**src/rtl/swdt_pkg.sv**
```systemverilog
// Constants and helpers of the system watchdog timer
// Assumes a 32-bit AXI4-Lite register bus with byte addresses
package swdt_pkg;
	localparam int ADDR_W = 8;
	localparam int DATA_W = 32;
	localparam int CNT_W = 18;
	// Register byte offsets
	localparam logic [ADDR_W-1:0] OFS_OPT1 = 8'h00;
	localparam logic [ADDR_W-1:0] OFS_OPT2 = 8'h04;
	localparam logic [ADDR_W-1:0] OFS_SRS = 8'h08;
	localparam logic [ADDR_W-1:0] OFS_ISTS = 8'h0C;
	localparam logic [ADDR_W-1:0] OFS_IMSK = 8'h10;
	localparam logic [ADDR_W-1:0] OFS_CNT = 8'h14;
	localparam logic [ADDR_W-1:0] OFS_LOCK = 8'h18;
	// Field positions
	localparam int EN_BIT = 0;
	localparam int TO_BIT = 1;
	localparam int CS_BIT = 0;
	localparam int SRC_BIT = 0;
	localparam int IRQ_W = 2;
	// Reset values of the option fields
	localparam logic EN_RST = 1'h1;
	localparam logic TO_RST = 1'h1;
	localparam logic CS_RST = 1'h0;
	// Terminal counts, overflow count minus one
	localparam logic [CNT_W-1:0] TERM_SLOW_SHORT = 18'h0_03FF;
	localparam logic [CNT_W-1:0] TERM_SLOW_LONG = 18'h0_1FFF;
	localparam logic [CNT_W-1:0] TERM_BUS_SHORT = 18'h0_1FFF;
	localparam logic [CNT_W-1:0] TERM_BUS_LONG = 18'h3_FFFF;
	// Bus responses
	localparam logic [1:0] RESP_OKAY = 2'h0;
	localparam logic [1:0] RESP_SLVERR = 2'h2;
	// Overflow reset sequence
	typedef enum logic [1:0] {
		ST_RUN = 2'h0,
		ST_REQ = 2'h1,
		ST_RESTART = 2'h3
	} swdt_state_t;
	// Terminal count from clock and time-out selects
	function automatic logic [CNT_W-1:0] swdt_term(input logic cs, input logic to);
		if (cs) begin
			return to ? TERM_BUS_LONG : TERM_BUS_SHORT;
		end
		return to ? TERM_SLOW_LONG : TERM_SLOW_SHORT;
	endfunction
	// Address decode shared by reads and writes
	function automatic logic swdt_mapped(input logic [ADDR_W-1:0] a);
		return (a == OFS_OPT1) || (a == OFS_OPT2) || (a == OFS_SRS) ||
			(a == OFS_ISTS) || (a == OFS_IMSK) || (a == OFS_CNT) || (a == OFS_LOCK);
	endfunction
endpackage

```
**src/rtl/swdt_reg_if.sv**
```systemverilog
// Register access strobes between bus slave and watchdog core
// Assumes both ends on the same clock
`timescale 1ns/1ps
interface swdt_reg_if;
	logic                         wr_en;   // One-cycle write
	logic [swdt_pkg::ADDR_W-1:0]  wr_addr; // Write address
	logic [swdt_pkg::DATA_W-1:0]  wr_data; // Write data
	logic [3:0]                   wr_strb; // Byte enables
	logic                         wr_err;  // Unmapped write
	logic                         rd_en;   // One-cycle read
	logic [swdt_pkg::ADDR_W-1:0]  rd_addr; // Read address
	logic [swdt_pkg::DATA_W-1:0]  rd_data; // Read data
	logic                         rd_err;  // Unmapped read
	modport bus (output wr_en, wr_addr, wr_data, wr_strb, rd_en, rd_addr,
		input wr_err, rd_data, rd_err);
	modport regs (input wr_en, wr_addr, wr_data, wr_strb, rd_en, rd_addr,
		output wr_err, rd_data, rd_err);
endinterface

```
**src/rtl/swdt_axil_slave.sv**
```systemverilog
// AXI4-Lite slave turning bus traffic into register strobes
// Assumes one write and one read in flight at most
`timescale 1ns/1ps
module swdt_axil_slave
	import swdt_pkg::*;
(
	input  wire logic                clk,
	input  wire logic                reset,
	input  wire logic [ADDR_W-1:0]   s_awaddr,
	input  wire logic                s_awvalid,
	output logic                     s_awready,
	input  wire logic [DATA_W-1:0]   s_wdata,
	input  wire logic [3:0]          s_wstrb,
	input  wire logic                s_wvalid,
	output logic                     s_wready,
	output logic [1:0]               s_bresp,
	output logic                     s_bvalid,
	input  wire logic                s_bready,
	input  wire logic [ADDR_W-1:0]   s_araddr,
	input  wire logic                s_arvalid,
	output logic                     s_arready,
	output logic [DATA_W-1:0]        s_rdata,
	output logic [1:0]               s_rresp,
	output logic                     s_rvalid,
	input  wire logic                s_rready,
	swdt_reg_if.bus                  rif
);
	logic aw_q, aw_d, w_q, w_d, bv_q, bv_d, awr_q, awr_d, wr_q, wr_d;
	logic arr_q, arr_d, rv_q, rv_d, fire;
	logic [ADDR_W-1:0] awa_q, awa_d;
	logic [DATA_W-1:0] wd_q, wd_d, rd_q, rd_d;
	logic [3:0] ws_q, ws_d;
	logic [1:0] br_q, br_d, rr_q, rr_d;
	////////////////////////////////////////
	// Both halves held, write goes out
	assign fire = aw_q & w_q;
	assign rif.wr_en = fire;
	assign rif.wr_addr = awa_q;
	assign rif.wr_data = wd_q;
	assign rif.wr_strb = ws_q;
	assign rif.rd_en = s_arvalid & arr_q;
	assign rif.rd_addr = s_araddr;
	// Next state of both channels
	always_comb begin
		aw_d = aw_q; w_d = w_q; awa_d = awa_q; wd_d = wd_q; ws_d = ws_q;
		bv_d = bv_q; br_d = br_q; rv_d = rv_q; rd_d = rd_q; rr_d = rr_q;
		if (s_awvalid & awr_q) begin
			aw_d = 1'b1;
			awa_d = s_awaddr;
		end
		if (s_wvalid & wr_q) begin
			w_d = 1'b1;
			wd_d = s_wdata;
			ws_d = s_wstrb;
		end
		if (bv_q & s_bready) begin
			bv_d = 1'b0;
		end
		if (fire) begin
			aw_d = 1'b0;
			w_d = 1'b0;
			bv_d = 1'b1;
			br_d = rif.wr_err ? RESP_SLVERR : RESP_OKAY;
		end
		if (rv_q & s_rready) begin
			rv_d = 1'b0;
		end
		if (rif.rd_en) begin
			rv_d = 1'b1;
			rd_d = rif.rd_data;
			rr_d = rif.rd_err ? RESP_SLVERR : RESP_OKAY;
		end
		awr_d = ~aw_d & ~bv_d & ~fire;
		wr_d = ~w_d & ~bv_d & ~fire;
		arr_d = ~rv_d;
	end
	// Registers only
	always_ff @(posedge clk or posedge reset) begin
		if (reset) begin
			aw_q <= 1'b0; w_q <= 1'b0; bv_q <= 1'b0; rv_q <= 1'b0;
			awr_q <= 1'b1; wr_q <= 1'b1; arr_q <= 1'b1;
			awa_q <= '0; wd_q <= '0; ws_q <= '0; rd_q <= '0;
			br_q <= RESP_OKAY; rr_q <= RESP_OKAY;
		end else begin
			aw_q <= aw_d; w_q <= w_d; bv_q <= bv_d; rv_q <= rv_d;
			awr_q <= awr_d; wr_q <= wr_d; arr_q <= arr_d;
			awa_q <= awa_d; wd_q <= wd_d; ws_q <= ws_d; rd_q <= rd_d;
			br_q <= br_d; rr_q <= rr_d;
		end
	end
	assign s_awready = awr_q;
	assign s_wready = wr_q;
	assign s_bvalid = bv_q;
	assign s_bresp = br_q;
	assign s_arready = arr_q;
	assign s_rvalid = rv_q;
	assign s_rdata = rd_q;
	assign s_rresp = rr_q;
endmodule

```
**src/rtl/swdt_counter.sv**
```systemverilog
// Watchdog up-counter with terminal-count overflow pulse
// Assumes tick, clear and freeze are on the same clock
`timescale 1ns/1ps
module swdt_counter
	import swdt_pkg::*;
(
	input  wire logic              clk,
	input  wire logic              reset,
	input  wire logic              tick,
	input  wire logic              clear,
	input  wire logic              freeze,
	input  wire logic [CNT_W-1:0]  term,
	output logic [CNT_W-1:0]       count,
	output logic                   ovf
);
	logic [CNT_W-1:0] cnt_q, cnt_d; // Count value
	logic             ovf_q, ovf_d; // Overflow pulse
	////////////////////////////////////////
	// Clear first, then hold, then count
	always_comb begin
		cnt_d = cnt_q;
		ovf_d = 1'b0;
		if (clear) begin
			cnt_d = '0;
		end else if (tick & ~freeze) begin
			if (cnt_q >= term) begin
				cnt_d = '0;
				ovf_d = 1'b1;
			end else begin
				cnt_d = cnt_q + 18'h0_0001;
			end
		end
	end
	// Registers only
	always_ff @(posedge clk or posedge reset) begin
		if (reset) begin
			cnt_q <= '0;
			ovf_q <= 1'b0;
		end else begin
			cnt_q <= cnt_d;
			ovf_q <= ovf_d;
		end
	end
	assign count = cnt_q;
	assign ovf = ovf_q;
endmodule

```
**src/rtl/swdt_top.sv**
```systemverilog
// System watchdog timer core with AXI4-Lite registers
// Assumes slow clock, debug and stop arrive as asynchronous pins
// Assumes the system acts on WDT_RESET_REQ; RESET is power-on only
//
// What this block does
// - Unserviced overflow while enabled requests system reset
// - Every reset sets enable; clearing disables
// - Any write to status address clears counter
// - Clock select: 0 slow source, 1 bus
// - Slow clock: 2^10 or 2^13 cycles
// - Bus clock: 2^13 or 2^18 cycles
// - Default is slow clock, long time-out
// - Both option registers accept one write only
// - First option write also clears counter
// - Debug mode freezes the counter
// - Bus clock: counter holds during stop
// - Slow clock: stop clears counter to zero
// - Overflow reset sets its source status bit
//
// Design decisions made here: the placing of the registers and the AXI4-Lite interface to the registers.
`timescale 1ns/1ps
module swdt_top
	import swdt_pkg::*;
(
	input  wire logic                        CLK,
	input  wire logic                        RESET,
	input  wire logic [swdt_pkg::ADDR_W-1:0] S_AXI_AWADDR,
	input  wire logic                        S_AXI_AWVALID,
	output logic                             S_AXI_AWREADY,
	input  wire logic [swdt_pkg::DATA_W-1:0] S_AXI_WDATA,
	input  wire logic [3:0]                  S_AXI_WSTRB,
	input  wire logic                        S_AXI_WVALID,
	output logic                             S_AXI_WREADY,
	output logic [1:0]                       S_AXI_BRESP,
	output logic                             S_AXI_BVALID,
	input  wire logic                        S_AXI_BREADY,
	input  wire logic [swdt_pkg::ADDR_W-1:0] S_AXI_ARADDR,
	input  wire logic                        S_AXI_ARVALID,
	output logic                             S_AXI_ARREADY,
	output logic [swdt_pkg::DATA_W-1:0]      S_AXI_RDATA,
	output logic [1:0]                       S_AXI_RRESP,
	output logic                             S_AXI_RVALID,
	input  wire logic                        S_AXI_RREADY,
	input  wire logic                        SLOW_CLK_IN,
	input  wire logic                        DEBUG_MODE_IN,
	input  wire logic                        STOP_MODE_IN,
	output logic                             WDT_RESET_REQ,
	output logic                             IRQ
);
	import swdt_pkg::*;

	////////////////////////////////////////
	// Declarations
	swdt_reg_if rif ();
	logic slow_m_q, slow_s_q, slow_p_q; // Slow source sync
	logic dbg_m_q, dbg_s_q;             // Debug sync
	logic stop_m_q, stop_s_q;           // Stop sync
	logic en_q, en_d;                   // Watchdog enable
	logic to_q, to_d;                   // Time-out select
	logic cs_q, cs_d;                   // Clock select
	logic lk1_q, lk1_d;                 // Options one locked
	logic lk2_q, lk2_d;                 // Options two locked
	logic src_q, src_d;                 // Watchdog reset source
	logic [IRQ_W-1:0] sts_q, sts_d;     // Sticky events
	logic [IRQ_W-1:0] msk_q, msk_d;     // Event mask
	logic irq_q, irq_d;                 // Interrupt output
	logic req_q, req_d;                 // Reset request output
	swdt_state_t st_q, st_d;            // Reset sequence
	logic [IRQ_W-1:0] ev;               // Events this cycle
	logic [IRQ_W-1:0] clr;              // Software clears
	logic slow_edge;                    // Slow source rising
	logic tick;                         // Counter clock tick
	logic cnt_clear;                    // Counter clear
	logic freeze;                       // Counter hold
	logic svc;                          // Service write
	logic first;                        // First option write
	logic wr_o1, wr_o2, b0;             // Option write decode
	logic lock_evt;                     // Write to locked options
	logic ovf;                          // Counter overflow
	logic [CNT_W-1:0] cnt;              // Counter value
	logic [CNT_W-1:0] term;             // Selected terminal

	////////////////////////////////////////
	// Bus slave
	swdt_axil_slave u_bus (
		.clk       (CLK),
		.reset     (RESET),
		.s_awaddr  (S_AXI_AWADDR),
		.s_awvalid (S_AXI_AWVALID),
		.s_awready (S_AXI_AWREADY),
		.s_wdata   (S_AXI_WDATA),
		.s_wstrb   (S_AXI_WSTRB),
		.s_wvalid  (S_AXI_WVALID),
		.s_wready  (S_AXI_WREADY),
		.s_bresp   (S_AXI_BRESP),
		.s_bvalid  (S_AXI_BVALID),
		.s_bready  (S_AXI_BREADY),
		.s_araddr  (S_AXI_ARADDR),
		.s_arvalid (S_AXI_ARVALID),
		.s_arready (S_AXI_ARREADY),
		.s_rdata   (S_AXI_RDATA),
		.s_rresp   (S_AXI_RRESP),
		.s_rvalid  (S_AXI_RVALID),
		.s_rready  (S_AXI_RREADY),
		.rif       (rif.bus)
	);

	////////////////////////////////////////
	// Pin synchronisers, first stage read by second only
	always_ff @(posedge CLK or posedge RESET) begin
		if (RESET) begin
			slow_m_q <= 1'b0;
			slow_s_q <= 1'b0;
			slow_p_q <= 1'b0;
			dbg_m_q <= 1'b0;
			dbg_s_q <= 1'b0;
			stop_m_q <= 1'b0;
			stop_s_q <= 1'b0;
		end else begin
			slow_m_q <= SLOW_CLK_IN;
			slow_s_q <= slow_m_q;
			slow_p_q <= slow_s_q;
			dbg_m_q <= DEBUG_MODE_IN;
			dbg_s_q <= dbg_m_q;
			stop_m_q <= STOP_MODE_IN;
			stop_s_q <= stop_m_q;
		end
	end

	////////////////////////////////////////
	// Counter clocking and control
	assign slow_edge = slow_s_q & ~slow_p_q;
	// Bus clock ticks every cycle
	assign tick = cs_q | slow_edge;
	assign term = swdt_term(cs_q, to_q);
	// Debug, or stop with bus clock, holds the count
	assign freeze = dbg_s_q | (stop_s_q & cs_q);
	// Write decode
	assign b0 = rif.wr_strb[0];
	assign wr_o1 = rif.wr_en & (rif.wr_addr == OFS_OPT1) & b0;
	assign wr_o2 = rif.wr_en & (rif.wr_addr == OFS_OPT2) & b0;
	// Any write to the status address services
	assign svc = rif.wr_en & (rif.wr_addr == OFS_SRS);
	assign first = (wr_o1 & ~lk1_q) | (wr_o2 & ~lk2_q);
	assign lock_evt = (wr_o1 & lk1_q) | (wr_o2 & lk2_q);
	// Clear sources; disabled or resetting keeps zero
	always_comb begin
		cnt_clear = svc | first;
		if (stop_s_q & ~cs_q) begin
			cnt_clear = 1'b1;
		end
		if (~en_q | (st_q != ST_RUN)) begin
			cnt_clear = 1'b1;
		end
	end

	swdt_counter u_cnt (
		.clk    (CLK),
		.reset  (RESET),
		.tick   (tick),
		.clear  (cnt_clear),
		.freeze (freeze),
		.term   (term),
		.count  (cnt),
		.ovf    (ovf)
	);

	////////////////////////////////////////
	// Options, sequence and interrupt next state
	always_comb begin
		en_d = en_q;
		to_d = to_q;
		cs_d = cs_q;
		lk1_d = lk1_q;
		lk2_d = lk2_q;
		src_d = src_q;
		st_d = st_q;
		msk_d = msk_q;
		// Write-once option registers
		if (wr_o1 & ~lk1_q) begin
			en_d = rif.wr_data[EN_BIT];
			to_d = rif.wr_data[TO_BIT];
			lk1_d = 1'b1;
		end
		if (wr_o2 & ~lk2_q) begin
			cs_d = rif.wr_data[CS_BIT];
			lk2_d = 1'b1;
		end
		// Mask write
		if (rif.wr_en & (rif.wr_addr == OFS_IMSK) & b0) begin
			msk_d = rif.wr_data[IRQ_W-1:0];
		end
		// Overflow reset sequence
		unique case (st_q)
			ST_RUN: begin
				if (ovf) begin
					st_d = ST_REQ;
				end
			end
			ST_REQ: begin
				// Hold for at least one counter tick
				if (tick) begin
					st_d = ST_RESTART;
				end
			end
			ST_RESTART: begin
				// Internal reset restores defaults and unlocks
				en_d = EN_RST;
				to_d = TO_RST;
				cs_d = CS_RST;
				lk1_d = 1'b0;
				lk2_d = 1'b0;
				src_d = 1'b1;
				st_d = ST_RUN;
			end
			default: begin
				st_d = ST_RUN;
			end
		endcase
		req_d = (st_d == ST_REQ);
		// Sticky events, set wins over clear
		ev = {lock_evt, ovf};
		clr = '0;
		if (rif.wr_en & (rif.wr_addr == OFS_ISTS) & b0) begin
			clr = rif.wr_data[IRQ_W-1:0];
		end
		sts_d = (sts_q & ~clr) | ev;
		irq_d = |(sts_d & msk_d);
	end

	// Registers only
	always_ff @(posedge CLK or posedge RESET) begin
		if (RESET) begin
			en_q <= EN_RST;
			to_q <= TO_RST;
			cs_q <= CS_RST;
			lk1_q <= 1'b0;
			lk2_q <= 1'b0;
			src_q <= 1'b0;
			st_q <= ST_RUN;
			msk_q <= '0;
			sts_q <= '0;
			irq_q <= 1'b0;
			req_q <= 1'b0;
		end else begin
			en_q <= en_d;
			to_q <= to_d;
			cs_q <= cs_d;
			lk1_q <= lk1_d;
			lk2_q <= lk2_d;
			src_q <= src_d;
			st_q <= st_d;
			msk_q <= msk_d;
			sts_q <= sts_d;
			irq_q <= irq_d;
			req_q <= req_d;
		end
	end
	assign WDT_RESET_REQ = req_q;
	assign IRQ = irq_q;

	////////////////////////////////////////
	// Register read mux and decode answers
	assign rif.wr_err = ~swdt_mapped(rif.wr_addr);
	always_comb begin
		rif.rd_data = '0;
		rif.rd_err = ~swdt_mapped(rif.rd_addr);
		unique case (rif.rd_addr)
			OFS_OPT1: begin
				rif.rd_data[EN_BIT] = en_q;
				rif.rd_data[TO_BIT] = to_q;
			end
			OFS_OPT2: rif.rd_data[CS_BIT] = cs_q;
			OFS_SRS:  rif.rd_data[SRC_BIT] = src_q;
			OFS_ISTS: rif.rd_data[IRQ_W-1:0] = sts_q;
			OFS_IMSK: rif.rd_data[IRQ_W-1:0] = msk_q;
			OFS_CNT:  rif.rd_data[CNT_W-1:0] = cnt;
			OFS_LOCK: rif.rd_data[1:0] = {lk2_q, lk1_q};
			default:  rif.rd_data = '0;
		endcase
	end
endmodule

```
**config.mk**
```make
export PLATFORM = sky130hd
export DESIGN_NAME = swdt_top
export DESIGN_NICKNAME = d
export VERILOG_FILES = /design/src/rtl/swdt_pkg.sv /design/src/rtl/swdt_reg_if.sv /design/src/rtl/swdt_axil_slave.sv /design/src/rtl/swdt_counter.sv /design/src/rtl/swdt_top.sv
export SDC_FILE = /design/constraint.sdc
export NUM_CORES = 1
export LEC_CHECK = 0
export BUFFER_PORTS_ARGS = -buffer_cell sky130_fd_sc_hd__buf_2
export CORE_MARGIN = 3
export CORE_UTILIZATION = 45
export CTS_BUF_LIST = sky130_fd_sc_hd__clkbuf_4 sky130_fd_sc_hd__clkbuf_8
export CTS_CLUSTER_SIZE = 8
export DETAILED_ROUTE_END_ITERATION = 7
export PLACE_DENSITY = 0.81
export SYNTH_ARGS = -nofsm -noshare
export SYNTH_HDL_FRONTEND = slang
export SYNTH_SLANG_ARGS = --single-unit
export TNS_END_PERCENT = 100
```
**constraint.sdc**
```tcl
create_clock -name CLK -period 2.5 [get_ports CLK]
set_input_delay 0.5 -clock CLK [delete_from_list [all_inputs] [get_ports CLK]]
set_output_delay 0.5 -clock CLK [all_outputs]
set_load 0.01 [all_outputs]
```
==> results.txt, run 1 <==
In this run, post-CTS hold repair placed 0 buffers. Internal power comes to roughly 2.2 mW. At the worst endpoint, the required time is 2.74 ns. The post-route worst hold slack is 0.213 ns. Summing every instance area after synthesis gives between 0.003 and 0.004 mm^2. Buffers inserted during clock tree synthesis total 9. The placed instance area is 0.00411 mm^2.

After synthesis, the share of flip-flops with an asynchronous set or reset is 100%. The number of different library cells in the post-synthesis netlist is 51. The total number of nets in the final design is 472. The clock network latency to the later pin of the worst-skew pair is approximately 0.34 ns.

The initial DRC count is 168. The count of final hold-check violations is 0. The number of synthesis warnings is 0. The worst clock skew on the final layout came out at 0.00999 ns.

The total power after layout is 3.06 mW. The chip height came out at 96.5 um. At the worst endpoint, the arrival time is 2.64 ns. The slew of the pin with the lowest slew margin is 0.591 ns. In this run the worst path has a maximum fanout of 5.

The overall die width came out at between 90 and 100 um. After detailed routing, the wire length on met1 is 3390 um. The post-layout minimum cycle time is around 2.4 ns. The number of pins exceeding their max-slew limit in the final report came out at 0. Dividing total power by cell area gives a power density of 696 mW/mm^2. The combinational share of power is 15.9%.

The post-route DRC violation count is 0. The total of endpoints with negative setup slack in the final report is 0. The number of global-route vias before repair came out at 2,697. The worst relative slew slack came out at 60.2%.

The total met2 wirelength after detailed routing came out at 3870 um. The summed area of non-filler cells in the final layout came out at 0.00440 mm^2. The area growth from synthesis to layout is 19.2%. The critical setup path kind is flip-flop to flip-flop. Clock-pin slew was measured on the worst setup and hold paths at around 0.08 ns.

The setup slack of the worst register-to-register path came out at 0.1 ns. The floorplan row count came out at 32. The proportion of layout cells with a drive suffix above 1 came out at 30.1%. By area the synthesized netlist is led by sky130_fd_sc_hd__dfrtp_1 (50%), sky130_fd_sc_hd__a22o_1 (4.3%), sky130_fd_sc_hd__mux2_2 (4.3%).

Across the VDD grid, the largest voltage drop is 0.000323 V. The portion of total power attributed to sequential cells came out at between 50% and 60%. The I/O pin total came out at 105. The reported net switching power came out at a little under 0.9 mW. The leakage power is 2.09 nW. The sequential element share of the synthesized area is 53.1%. The top cell type's share of synthesized area is 49.6%. The estimated wirelength of the detail-placed design is 5660 um. Dividing the detail-routed wire length by the instance count gives 15.6 um. The routed length on met3 came out at approximately 580 um.

Setup repair after global routing could not meet its margin everywhere. The class of the most critical hold timing path is input pin to async pin. The run finished with clean final reports. The final core area utilization came out at 56.0%. The synthesized area per cell came out at 11.1 um^2. The via density per instance is ~5.6.

The number of antenna violations at the first check in global routing was 0. The first-pass GRT wire length is 12,800 um. The H-tree was split into 3 levels. Before antenna repair, the detailed router went through 6 iterations. The share of the clock period used by the worst path came out at 96.0%. Clock tree synthesis found a total of 78 sinks.

The count of buffers added on input and output ports is 55. The wire length reported by the detailed router came out at 7970 um. The endpoint identified for the worst register-to-register timing path is u_cnt.count[7]. The count of flip-flops with a built-in enable after synthesis came out at 0. The worst setup path is launched from a flip-flop. Clock tree synthesis selected as its root buffer the cell sky130_fd_sc_hd__clkbuf_8. Across all layers, the routed design uses approximately 2,900 vias. The endpoint class of the critical path is a flip-flop. Synthesis handed over a netlist of 333 instances.

TritonCTS built the clock tree. The count of antenna diodes in the layout is 0. The core outline area is 0.00785 mm^2. Routability-driven placement finished with a final weighted congestion of 0.820.

The cell depth of the worst flop-to-flop path came out at 8. The number of synthesized register bits is 78. For this run, the total global-route usage over all layers was measured as 17.7%. The die covers 0.00931 mm^2. The fraction of power spent switching nets came out at 28.6%.

The largest total area in the synthesized netlist belongs to sky130_fd_sc_hd__dfrtp_1. Among all flip-flop cells after synthesis, the most frequent one is sky130_fd_sc_hd__dfrtp_1. Of the total power, the clock network draws 30.9%. The effective utilization at floorplan came out at around 47%. The total overflow left after global routing is 0. The worst register-to-register path begins at to_q. Derived from the worst setup path, the maximum achievable clock frequency is 417 MHz.

The final-layout setup total negative slack is 0 ns. Across the run, the number of max-cap violations was 0. The pin count of the biggest net entering global routing came out at 79. The maximum clock insertion buffer count came out at 2.

The number of nets with antenna violations after detailed routing is 0. The highest metal layer carrying signal wires in the routed design is met4.
worst max-delay path, stage by stage (launching register included):
cell and delay, ns:
sky130_fd_sc_hd__dfstp_2 0.56, sky130_fd_sc_hd__nand2_4 0.10, sky130_fd_sc_hd__ha_1 0.32, sky130_fd_sc_hd__nand3_1 0.08, sky130_fd_sc_hd__or4_4 0.51, sky130_fd_sc_hd__o22ai_4 0.26, sky130_fd_sc_hd__nor3_4 0.09, sky130_fd_sc_hd__a21o_1 0.17
sky130_fd_sc_hd__a22o_1 0.22
Yosys cell counts, types with 3 or more instances:
| library cell | count |
|---|---|
| sky130_fd_sc_hd__nand2_1 | 23 |
| sky130_fd_sc_hd__inv_1 | 7 |
| sky130_fd_sc_hd__nand3b_1 | 5 |
| sky130_fd_sc_hd__o21ai_0 | 17 |
| sky130_fd_sc_hd__a21o_1 | 3 |
| sky130_fd_sc_hd__buf_4 | 17 |
| sky130_fd_sc_hd__ha_1 | 6 |
| sky130_fd_sc_hd__a21oi_1 | 9 |
| sky130_fd_sc_hd__nor2b_1 | 6 |
| sky130_fd_sc_hd__a31oi_1 | 3 |
| sky130_fd_sc_hd__mux2i_1 | 11 |
| sky130_fd_sc_hd__and3_1 | 4 |
| sky130_fd_sc_hd__nor3_1 | 7 |
| sky130_fd_sc_hd__dfrtp_1 | 73 |
| sky130_fd_sc_hd__dfstp_2 | 5 |
| sky130_fd_sc_hd__a22o_1 | 18 |
| sky130_fd_sc_hd__nand2b_1 | 4 |
| sky130_fd_sc_hd__o2111ai_1 | 3 |
| sky130_fd_sc_hd__xor2_1 | 9 |
| sky130_fd_sc_hd__nor2_1 | 23 |
| sky130_fd_sc_hd__nand3_1 | 12 |
| sky130_fd_sc_hd__mux2_2 | 14 |
| sky130_fd_sc_hd__nor4_1 | 4 |
| sky130_fd_sc_hd__nand4_1 | 8 |
| sky130_fd_sc_hd__clkbuf_1 | 10 |
stage by stage:
step	setup WS, ns	cells
after detailed placement	-0.0938	492
after global routing	-0.0171	511
after global placement	-0.00169	492
final	0.0999	511
after CTS	0.0147	508
after floorplan	0.0132	348
metal layers:
layer / vias up / GRT usage [%]
li1: 1326 / -
met1: 1403 / 23.4
met2: 132 / 28.3
met3: 12 / 4.03
met4: 0 / 6.78
met5: - / 0
kinds of logic (layout without fill, tap and decap cells):
family,Yosys count,count (layout),share of synthesized area [%]
DFF,78,78,53.1
other,1,16,0.102
AOI/OAI and AO/OA,69,69,13.6
xor gates and xnor gates,9,9,2.14
adders and majority gates,6,6,2.04
muxes,26,26,7.88
buffers and inverters,35,96,5.33
and+or+nand+nor,109,109,15.8
how the worst max path moves through the flow:
stage / from / endpoint / slack, ns
3_3_place_gp: to_q / u_cnt.count[7] / -0.002
4_1_cts: to_q / u_cnt.count[16] / 0.01
6_report: to_q / u_cnt.count[7] / 0.1
5_1_grt: to_q / u_cnt.count[5] / -0.02
2_1_floorplan: RESET / IRQ / 0.01
3_5_place_dp: to_q / u_cnt.count[7] / -0.09
layout make-up:
cell class / count / area [um^2]
clock buffers: 11 / 145
clock inverters: 5 / 58.8
fillers: 630 / 3450
inverters: 7 / 26.3
multi-input cells: 235 / 1650
flip-flops and latches: 78 / 1960
well taps: 102 / 128
repair buffers: 73 / 427
registers in the layout, indices dropped and copies added, names as in the netlist, 2 cells and up:
| register | cells |
|---|---|
| msk_q | 2 |
| st_q | 2 |
| sts_q | 2 |
| u_bus.rif.wr_addr | 8 |
| u_bus.rif.wr_data | 2 |
| u_bus.s_rdata | 18 |
| u_cnt.count | 18 |
placed cells by master, fill, tap and decap left out, types with 5 or more instances in the layout:
master / instances
sky130_fd_sc_hd__dfrtp_1: 73
sky130_fd_sc_hd__buf_2: 55
sky130_fd_sc_hd__nor2_1: 23
sky130_fd_sc_hd__nand2_1: 22
sky130_fd_sc_hd__a22o_1: 18
sky130_fd_sc_hd__o21ai_0: 17
sky130_fd_sc_hd__conb_1: 16
sky130_fd_sc_hd__buf_4: 16
sky130_fd_sc_hd__mux2_2: 14
sky130_fd_sc_hd__nand3_1: 12
sky130_fd_sc_hd__mux2i_1: 11
sky130_fd_sc_hd__clkbuf_8: 10
sky130_fd_sc_hd__a21oi_1: 9
sky130_fd_sc_hd__xor2_1: 9
sky130_fd_sc_hd__nand4_1: 8
sky130_fd_sc_hd__nor3_1: 7
sky130_fd_sc_hd__nor2b_1: 6
sky130_fd_sc_hd__inv_1: 6
sky130_fd_sc_hd__nand3b_1: 5
sky130_fd_sc_hd__dfstp_2: 5
power groups by stage:
stage / combinational (mW) / sequential, mW / clock (mW)
after floorplan: 0.384 / 1.59 / 0
after global placement: 0.463 / 1.63 / 0
after detailed placement: 0.483 / 1.64 / 0
after CTS: 0.484 / 1.62 / 0.961
after global routing: 0.542 / 1.66 / 1.03
final: 0.486 / 1.63 / 0.945
repair_timing:
action	in CTS	in global routing
endpoints found under the setup margin	18	18
resized for setup	4	5
setup buffers	0	3
pin swaps	1	4
Power figures use the tool's default switching activity.
==> run 2, diff against run 1 <==
==> constraint.sdc (replaced) <==
create_clock -name CLK -period 2.1 [get_ports CLK]
set_input_delay 0.42 -clock CLK [delete_from_list [all_inputs] [get_ports CLK]]
set_output_delay 0.42 -clock CLK [all_outputs]
set_load 0.01 [all_outputs]
==> run 2 against run 1 <==
The run now ends with setup timing left. First-iteration DRC count fell by 0.60%. Core utilization rose by 1.8 points. Hold slack got worse by 0.036 ns. Largest power group unchanged. Critical path depth rose by 1. Routed wire length rose by 4.3%. Non-clock buffer count rose by 18. Global-route usage rose by 0.85 points. Clock skew rose by 0.0040 ns. Critical endpoint is now u_cnt.count[16]. Sequential cell count did not move.
==> results.txt, run 2 (synthesis results as in run 1) <==
Measured on the finished design, the core utilization comes to between 50% and 60%. The critical path ends at u_cnt.count[16]. In the layout the commonest cells are sky130_fd_sc_hd__dfrtp_1 (73), sky130_fd_sc_hd__buf_2 (55), sky130_fd_sc_hd__buf_4 (33). The number of global-route vias before repair came out at 2,819. The leakage power came out at 2.18 nW. The endpoint identified for the worst register-to-register timing path is u_cnt.count[16].

The worst setup path is captured at a flip-flop. The number of fillers in the final layout is 665. The clock-pin slew reported for the worst setup and hold paths after clock tree synthesis came out at around 0.080 ns. The wire length reported by the detailed router is 8310 um. The core outline area is 0.00785 mm^2.

The clock net in this run drives a total of 78 sinks. The first routing iteration left 167 violations. The number of antenna violations at the first check in global routing is 0. The data arrival time of the critical path is 2.57 ns. The total of endpoints with negative setup slack in the final report is 19. The critical setup path kind is flip-flop to flip-flop. The die area is 0.00931 mm^2.

In the final routed layout, each cell accounts on average for 15.7 um. The total overflow left after global routing is 0. The worst pin sits at a relative slew slack of 63.6%.

The worst-path maximum fanout is 7. Leaving out fill and tap cells, the most frequent cell in the layout is sky130_fd_sc_hd__dfrtp_1. The cell depth of the worst flop-to-flop path came out at 9. The worst clock skew on the final layout came out at around 0.014 ns. The proportion of layout cells with a drive suffix above 1 is 34.2%. In the post-route analysis, the smallest setup slack over all paths is -0.245 ns.

The slew of the pin with the lowest slew margin came out at 0.541 ns. TritonCTS built the clock tree. The H-tree level count is 3.

The layout overhead on the synthesized area came out at 23.2%. The count of final hold-check violations is 0. The total number of nets in the final design came out at between 400 and 500.

The chip height is 96.5 um. The summed area of non-filler cells in the final layout came out at 0.00454 mm^2. In this run the worst setup path begins at to_q. Before CTS, the worst setup slack after placement is -0.307 ns. The estimated wirelength of the detail-placed design came out at 6120 um. The required time of the critical path is 2.33 ns. The number of antenna diodes in the final layout is 0. The final route contains 2,909 vias. The final reports fail on setup timing. The routability congestion estimate from global placement came out at roughly 0.9. CTS placed an instance of sky130_fd_sc_hd__clkbuf_8 at the clock tree root. The maximum clock insertion buffer count is 2. The class of the most critical hold timing path is input pin to async pin. Max-cap violations in this run came to 0.

Global routing consumed, over all layers together, a little under a fifth of the routing resources. The critical path's largest stage delay is 0.56 ns. In this run the remaining antenna-violating nets after routing total 0. Once the floorplan was initialized, standard cells occupied a little under half of the core. The first-pass GRT wire length came out at 13,300 um. The largest individual stage delay along the critical path comes from the cell sky130_fd_sc_hd__dfstp_2. The startpoint identified for the worst register-to-register timing path is to_q. The floorplan row count came out at 32.

The overall die width came out at 96.5 um. For the finished layout, the period the worst path requires is between 2 and 2.5 ns. Setup repair after global routing could not meet its margin everywhere. The pin count of the biggest net entering global routing is 79. For this run, the top clock speed supported by timing is around 430 MHz.

STA classifies the critical path startpoint as a flip-flop. The placed instance area came out at 0.00432 mm^2. The I/O pin total is roughly 110. The clock reaches the later pin of the worst-skew pair after 0.35 ns. The worst voltage drop across the vdd grid came out at 0.000316 V. The flow ran to the end, but the final reports show violations. For this design the ratio of total power to cell area is 785 mW/mm^2. The via density per instance came out at between 5 and 6. Across all register-to-register paths, the minimum setup slack is -0.25 ns. In this run the tool buffered the top-level ports with 55 buffer cells. The share of the clock period used by the worst path came out at 112%. The number of pins exceeding their max-slew limit in the final report came out at 0. The critical path goes through nand2_4 -> ha_1 -> nand3_1 -> or4_4 -> o22ai_4 -> nor4_2 -> buf_4 -> a21oi_1 -> mux2i_1. TritonCTS created 9 clock buffers. The post-route DRC violation count came out at 0.

The length of the first detailed-routing pass in iterations came out at 4. The number of hold-repair buffers added at the cts stage came out at 0.
## run 2: cell types whose count changed in the layout (fill, tap and decap cells not counted), sizes merged
cell,previous run,this run
bufinv,1,0
clkinvlp,2,1
buf,73,91
clkbuf,11,12
inv,7,6
clkinv,2,4
## run 2: report_power, final
group          internal [mW]  switching [mW]
combinational          0.313           0.319
sequential              1.72           0.212
clock                  0.484           0.520
total                   2.51            1.05
## run 2: how the worst min path moves through the flow
stage | slack, ns | depth (start not counted) | endpoint | from
floorplan | 0.33 | 0 | dbg_s_q | dbg_m_q
global placement | 0.33 | 0 | slow_s_q | slow_m_q
detailed placement | 0.34 | 0 | stop_s_q | stop_m_q
CTS | 0.16 | 1 | dbg_m_q | DEBUG_MODE_IN
global route | 0.16 | 1 | dbg_m_q | DEBUG_MODE_IN
finish | 0.18 | 3 | IRQ | RESET
## run 2: final cells by class
cell class / count / area (um^2) / area share [%]
inverter: 7 / 30.0 / 0.661
tap: 102 / 128 / 2.81
timing repair buffer: 91 / 574 / 12.6
clock buffer: 12 / 153 / 3.36
multi-input combinational: 235 / 1670 / 36.9
sequential: 78 / 1960 / 43.1
clock inverter: 4 / 23.8 / 0.524
## run 2: per-stage QoR
| step | TNS (ns) | hold slack, ns | instances | total power, mW |
|---|---|---|---|---|
| floorplan | -1.92 | 0.331 | 348 | 2.36 |
| global placement | -4.32 | 0.333 | 512 | 2.52 |
| CTS | -5.64 | 0.162 | 528 | 3.58 |
| detailed placement | -5.19 | 0.336 | 512 | 2.57 |
| global route | -6.04 | 0.161 | 529 | 3.76 |
| finish | -4.09 | 0.177 | 529 | 3.56 |
## run 2: routing by layer
layer / wire length [um] / part of all wire (%) / track usage (%)
met1: 3630 / 44 / 23.5
met2: 4080 / 49 / 31.1
met4: 135 / 1.6 / 7.48
met5: 0 / 0 / 0
met3: 464 / 5.6 / 3.56
## run 2: repair_timing
| action | 4_1_cts | 5_1_grt |
|---|---|---|
| setup endpoints to repair | 19 | 20 |
| setup buffers | 0 | 1 |
| gates resized for setup | 3 | 5 |
| pin swaps | 0 | 2 |
## run 2: critical path, delay by kind of cell, from the launching register on
family	cells	cell delay, ns
compound gates	2	0.34
simple gates	4	0.75
mux	1	0.09
fa+ha+maj	1	0.32
buf+inv	1	0.17
flops	1	0.56
==> run 3, diff against run 2 <==
--- a/config.mk
+++ b/config.mk
@@ -5,13 +5,14 @@
 export SDC_FILE = /design/constraint.sdc
 export NUM_CORES = 1
 export LEC_CHECK = 0
+export ABC_AREA = 1
 export BUFFER_PORTS_ARGS = -buffer_cell sky130_fd_sc_hd__buf_2
 export CORE_MARGIN = 3
 export CORE_UTILIZATION = 45
 export CTS_BUF_LIST = sky130_fd_sc_hd__clkbuf_4 sky130_fd_sc_hd__clkbuf_8
 export CTS_CLUSTER_SIZE = 8
 export DETAILED_ROUTE_END_ITERATION = 7
-export PLACE_DENSITY = 0.81
+export PLACE_DENSITY = 0.8
 export SYNTH_ARGS = -nofsm -noshare
 export SYNTH_HDL_FRONTEND = slang
 export SYNTH_SLANG_ARGS = --single-unit
==> run 3 against run 2 <==
Sequential power fell by 3%. Highest routed layer unchanged. The run now ends clean. Via count grew 15%. Combinational power up 31%. Critical path type unchanged.
==> results.txt, run 3 <==
The run finished with clean final reports. The clock root buffer is sky130_fd_sc_hd__clkbuf_8. At the end of routability-driven placement, the weighted congestion stood at 0.861.

The worst-path maximum fanout came out at 5. The type of origin of the critical path is a flip-flop. The clock-pin slew reported for the worst setup and hold paths after clock tree synthesis came out at 0.08 ns. TritonCTS built the clock tree. In the synthesized netlist the dominant register cell turns out to be sky130_fd_sc_hd__dfrtp_1.

In this run, distinct cell masters in the synthesized netlist total 41. The via density per instance is around 5. The multi-input combinational cells in the finished layout cover a total of 0.00182 mm^2. The worst clock skew on the final layout is around 0.012 ns. The count of maximum capacitance violations came out at 0. The layout overhead on the synthesized area is 14.5%. After synthesis the cells add up to between 0.004 and 0.005 mm^2. The area of all sequential standard cells is a little under 0.002 mm^2. By area the synthesized netlist is led by sky130_fd_sc_hd__dfrtp_1 (44%), sky130_fd_sc_hd__nand2_1 (14%), sky130_fd_sc_hd__inv_1 (4.5%). The first-pass GRT wire length is 14,400 um. The wire length reported by the detailed router came out at 8310 um.

The core region is 0.00881 mm^2. The floorplan row count is 34. The number of buffer cells added on primary ports is 55. The effective utilization at floorplan is 46.9%.

The number of global-route vias before repair came out at approximately 3,200. The number of hold-repair buffers added at the cts stage is 0. The critical setup path kind is flip-flop to flip-flop. STA classifies the critical path endpoint as a flip-flop. The number of antenna violations at the first check in global routing is 0. The proportion of layout cells with a drive suffix above 1 came out at between 20% and 30%. 0 antenna diodes ended up in the layout.

The post-route DRC violation count is 0. The post-layout minimum cycle time came out at 1.98 ns. The number of fillers in the final layout is around 800.

The die area came out at 0.0104 mm^2. The total clock sinks is 78. Timing would allow up to 506 MHz. In this run, placement finished with an instance count of 660. In the layout the commonest cells are sky130_fd_sc_hd__nand2_1 (154), sky130_fd_sc_hd__dfrtp_1 (73), sky130_fd_sc_hd__buf_2 (55).

The total grt overflow is 0. The worst hold path belongs to the class input pin to flip-flop. The required time of the critical path came out at about 2.4 ns. The most frequent standard cell in the layout excluding fill and tap cells is sky130_fd_sc_hd__nand2_1. The count of final hold-check violations is 0. sky130_fd_sc_hd__nand2_1 is the most common cell in the netlist. The analysis attributes to cell leakage a power of 2.48 nW.

Sorting the synthesized cells by how often they occur yields sky130_fd_sc_hd__nand2_1 (155), sky130_fd_sc_hd__dfrtp_1 (73), sky130_fd_sc_hd__inv_1 (50), sky130_fd_sc_hd__nor2_1 (50), sky130_fd_sc_hd__nand3_1 (25). The maximum clock insertion buffer count came out at 2. The placed instance area came out at 0.00446 mm^2. The chip height came out at 102 um. The final layout contains 633 nets. Before antenna repair, the detailed router went through 4 iterations. Setup repair after global routing left no endpoint under its margin. The clock network latency to the later pin of the worst-skew pair is 0.36 ns. The initial DRC count came out at 156. Global routing used 17.4% of the available tracks across all layers. The number of nets with antenna violations after detailed routing is 0.

The worst voltage drop across the vdd grid came out at between 0.0006 and 0.0007 V. The largest total area in the synthesized netlist belongs to sky130_fd_sc_hd__dfrtp_1. The data arrival time of the critical path is 2.23 ns. For this run, the number of Yosys warnings is 0. The summed area of non-filler cells in the final layout came out at between 0.004 and 0.005 mm^2. The total CTS buffers came out at 9.

105 I/O pins were placed. The count of flip-flops with a built-in enable after synthesis is 0. The top cell type's share of synthesized area is 44.3%. Each instance of the synthesized netlist takes up on average approximately 8.2 um^2. The H-tree level count came out at 3. The post-layout instance count excluding filler cells is 678. The async set-or-reset flop fraction in the synthesized netlist is between 90% and 100%. The pin count of the biggest net entering global routing is 40. The detailed-route wire length per cell came out at about 12 um. The number of standard cells after synthesis is ~500. The number of synthesized register bits came out at 78. The vias after detailed routing came out at roughly 3,300. The final-layout setup total negative slack is 0 ns. The power density over the cells is around 850 mW/mm^2. The total of endpoints with negative setup slack in the final report is 0. The number of pins exceeding their max-slew limit in the final report came out at 0. The share of the clock period used by the worst path is 94.1%. The estimated wirelength of the detail-placed design is between 6000 and 7000 um. For this run, the register share of the synthesized area comes to 47.5%. The overall die width came out at 102 um.
==> run 3: through the flow <==
| step | power (mW) | utilization, % | setup slack (ns) | hold WS (ns) |
|---|---|---|---|---|
| 6_report | 4.00 | 53.7 | 0.123 | 0.167 |
| 5_1_grt | 4.25 | 53.7 | 0.000685 | 0.149 |
| 4_1_cts | 4.03 | 53.3 | 0.0589 | 0.148 |
| 3_5_place_dp | 2.74 | 50.7 | 0.0710 | 0.336 |
| 3_3_place_gp | 2.70 | 50.7 | 0.154 | 0.336 |
| 2_1_floorplan | 2.51 | - | 0.204 | 0.331 |
==> run 3: timing repair <==
item / CTS / global route
setup endpoints to repair: 0 / 18
buffers inserted: 0 / 2
gates resized for setup: 0 / 2
hold endpoints to repair: 0 / 0
==> run 3: final timing paths <==
check	start	to	slack, ns	cells past startpoint
hold reg to reg	stop_m_q	stop_s_q	0.35	0
max in group asynchronous	RESET	u_bus.s_arready	1.53	3
hold / removal	DEBUG_MODE_IN	dbg_m_q	0.17	1
setup reg to reg	to_q	u_cnt.count[14]	0.12	12
setup / recovery	to_q	u_cnt.count[14]	0.12	12
min in group asynchronous	RESET	u_bus.rif.wr_data[0]	0.20	3
==> run 3: area by class of cell <==
class / instances / area share, %
Inverter: 61 / 4.98
Sequential cell: 78 / 41.4
Tap cell: 108 / 2.86
Clock buffer: 9 / 2.62
Timing Repair Buffer: 63 / 7.36
Multi-Input combinational cell: 352 / 38.5
Clock inverter: 7 / 2.22
==> run 3: critical path, cell delays in order, from the launching register on <==
cell	delay (ns)
sky130_fd_sc_hd__dfstp_2	0.54
sky130_fd_sc_hd__nand2_2	0.10
sky130_fd_sc_hd__ha_1	0.31
sky130_fd_sc_hd__nand2_1	0.08
sky130_fd_sc_hd__nor2_2	0.15
sky130_fd_sc_hd__nand2_1	0.07
sky130_fd_sc_hd__nor2_1	0.11
sky130_fd_sc_hd__nand3_2	0.09
sky130_fd_sc_hd__nand2_4	0.09
sky130_fd_sc_hd__nor2_8	0.05
sky130_fd_sc_hd__buf_4	0.15
sky130_fd_sc_hd__nand3_1	0.07
sky130_fd_sc_hd__nand2_1	0.05
==> run 3: cell families (layout without fill, tap and decap cells) <==
group | Yosys count | count (layout) | share of synthesized area, %
AOI/OAI and AO/OA | 38 | 38 | 6.06
xor gates and xnor gates | 14 | 14 | 2.97
adders and majority gates | 6 | 6 | 1.82
buffers and inverters | 86 | 140 | 9.95
DFF | 78 | 78 | 47.5
other | 1 | 16 | 0.0909
and+or+nand+nor | 278 | 278 | 31.7
==> run 3: metal layers <==
metal,share of wire [%],up-vias,GRT usage (%)
li1,-,1686,-
met1,45,1541,22.7
met2,49,97,28.7
met3,5.1,10,4.34
met4,1.5,0,5.42
met5,0,-,0
==> run 3: report_power, final <==
part	total [mW]	switching, mW	leakage (nW)	internal, mW
registers	1.88	0.135	1.02	1.74
logic	0.828	0.553	1.35	0.275
clock network	1.29	0.601	0.112	0.685
total	4.00	1.29	2.48	2.71
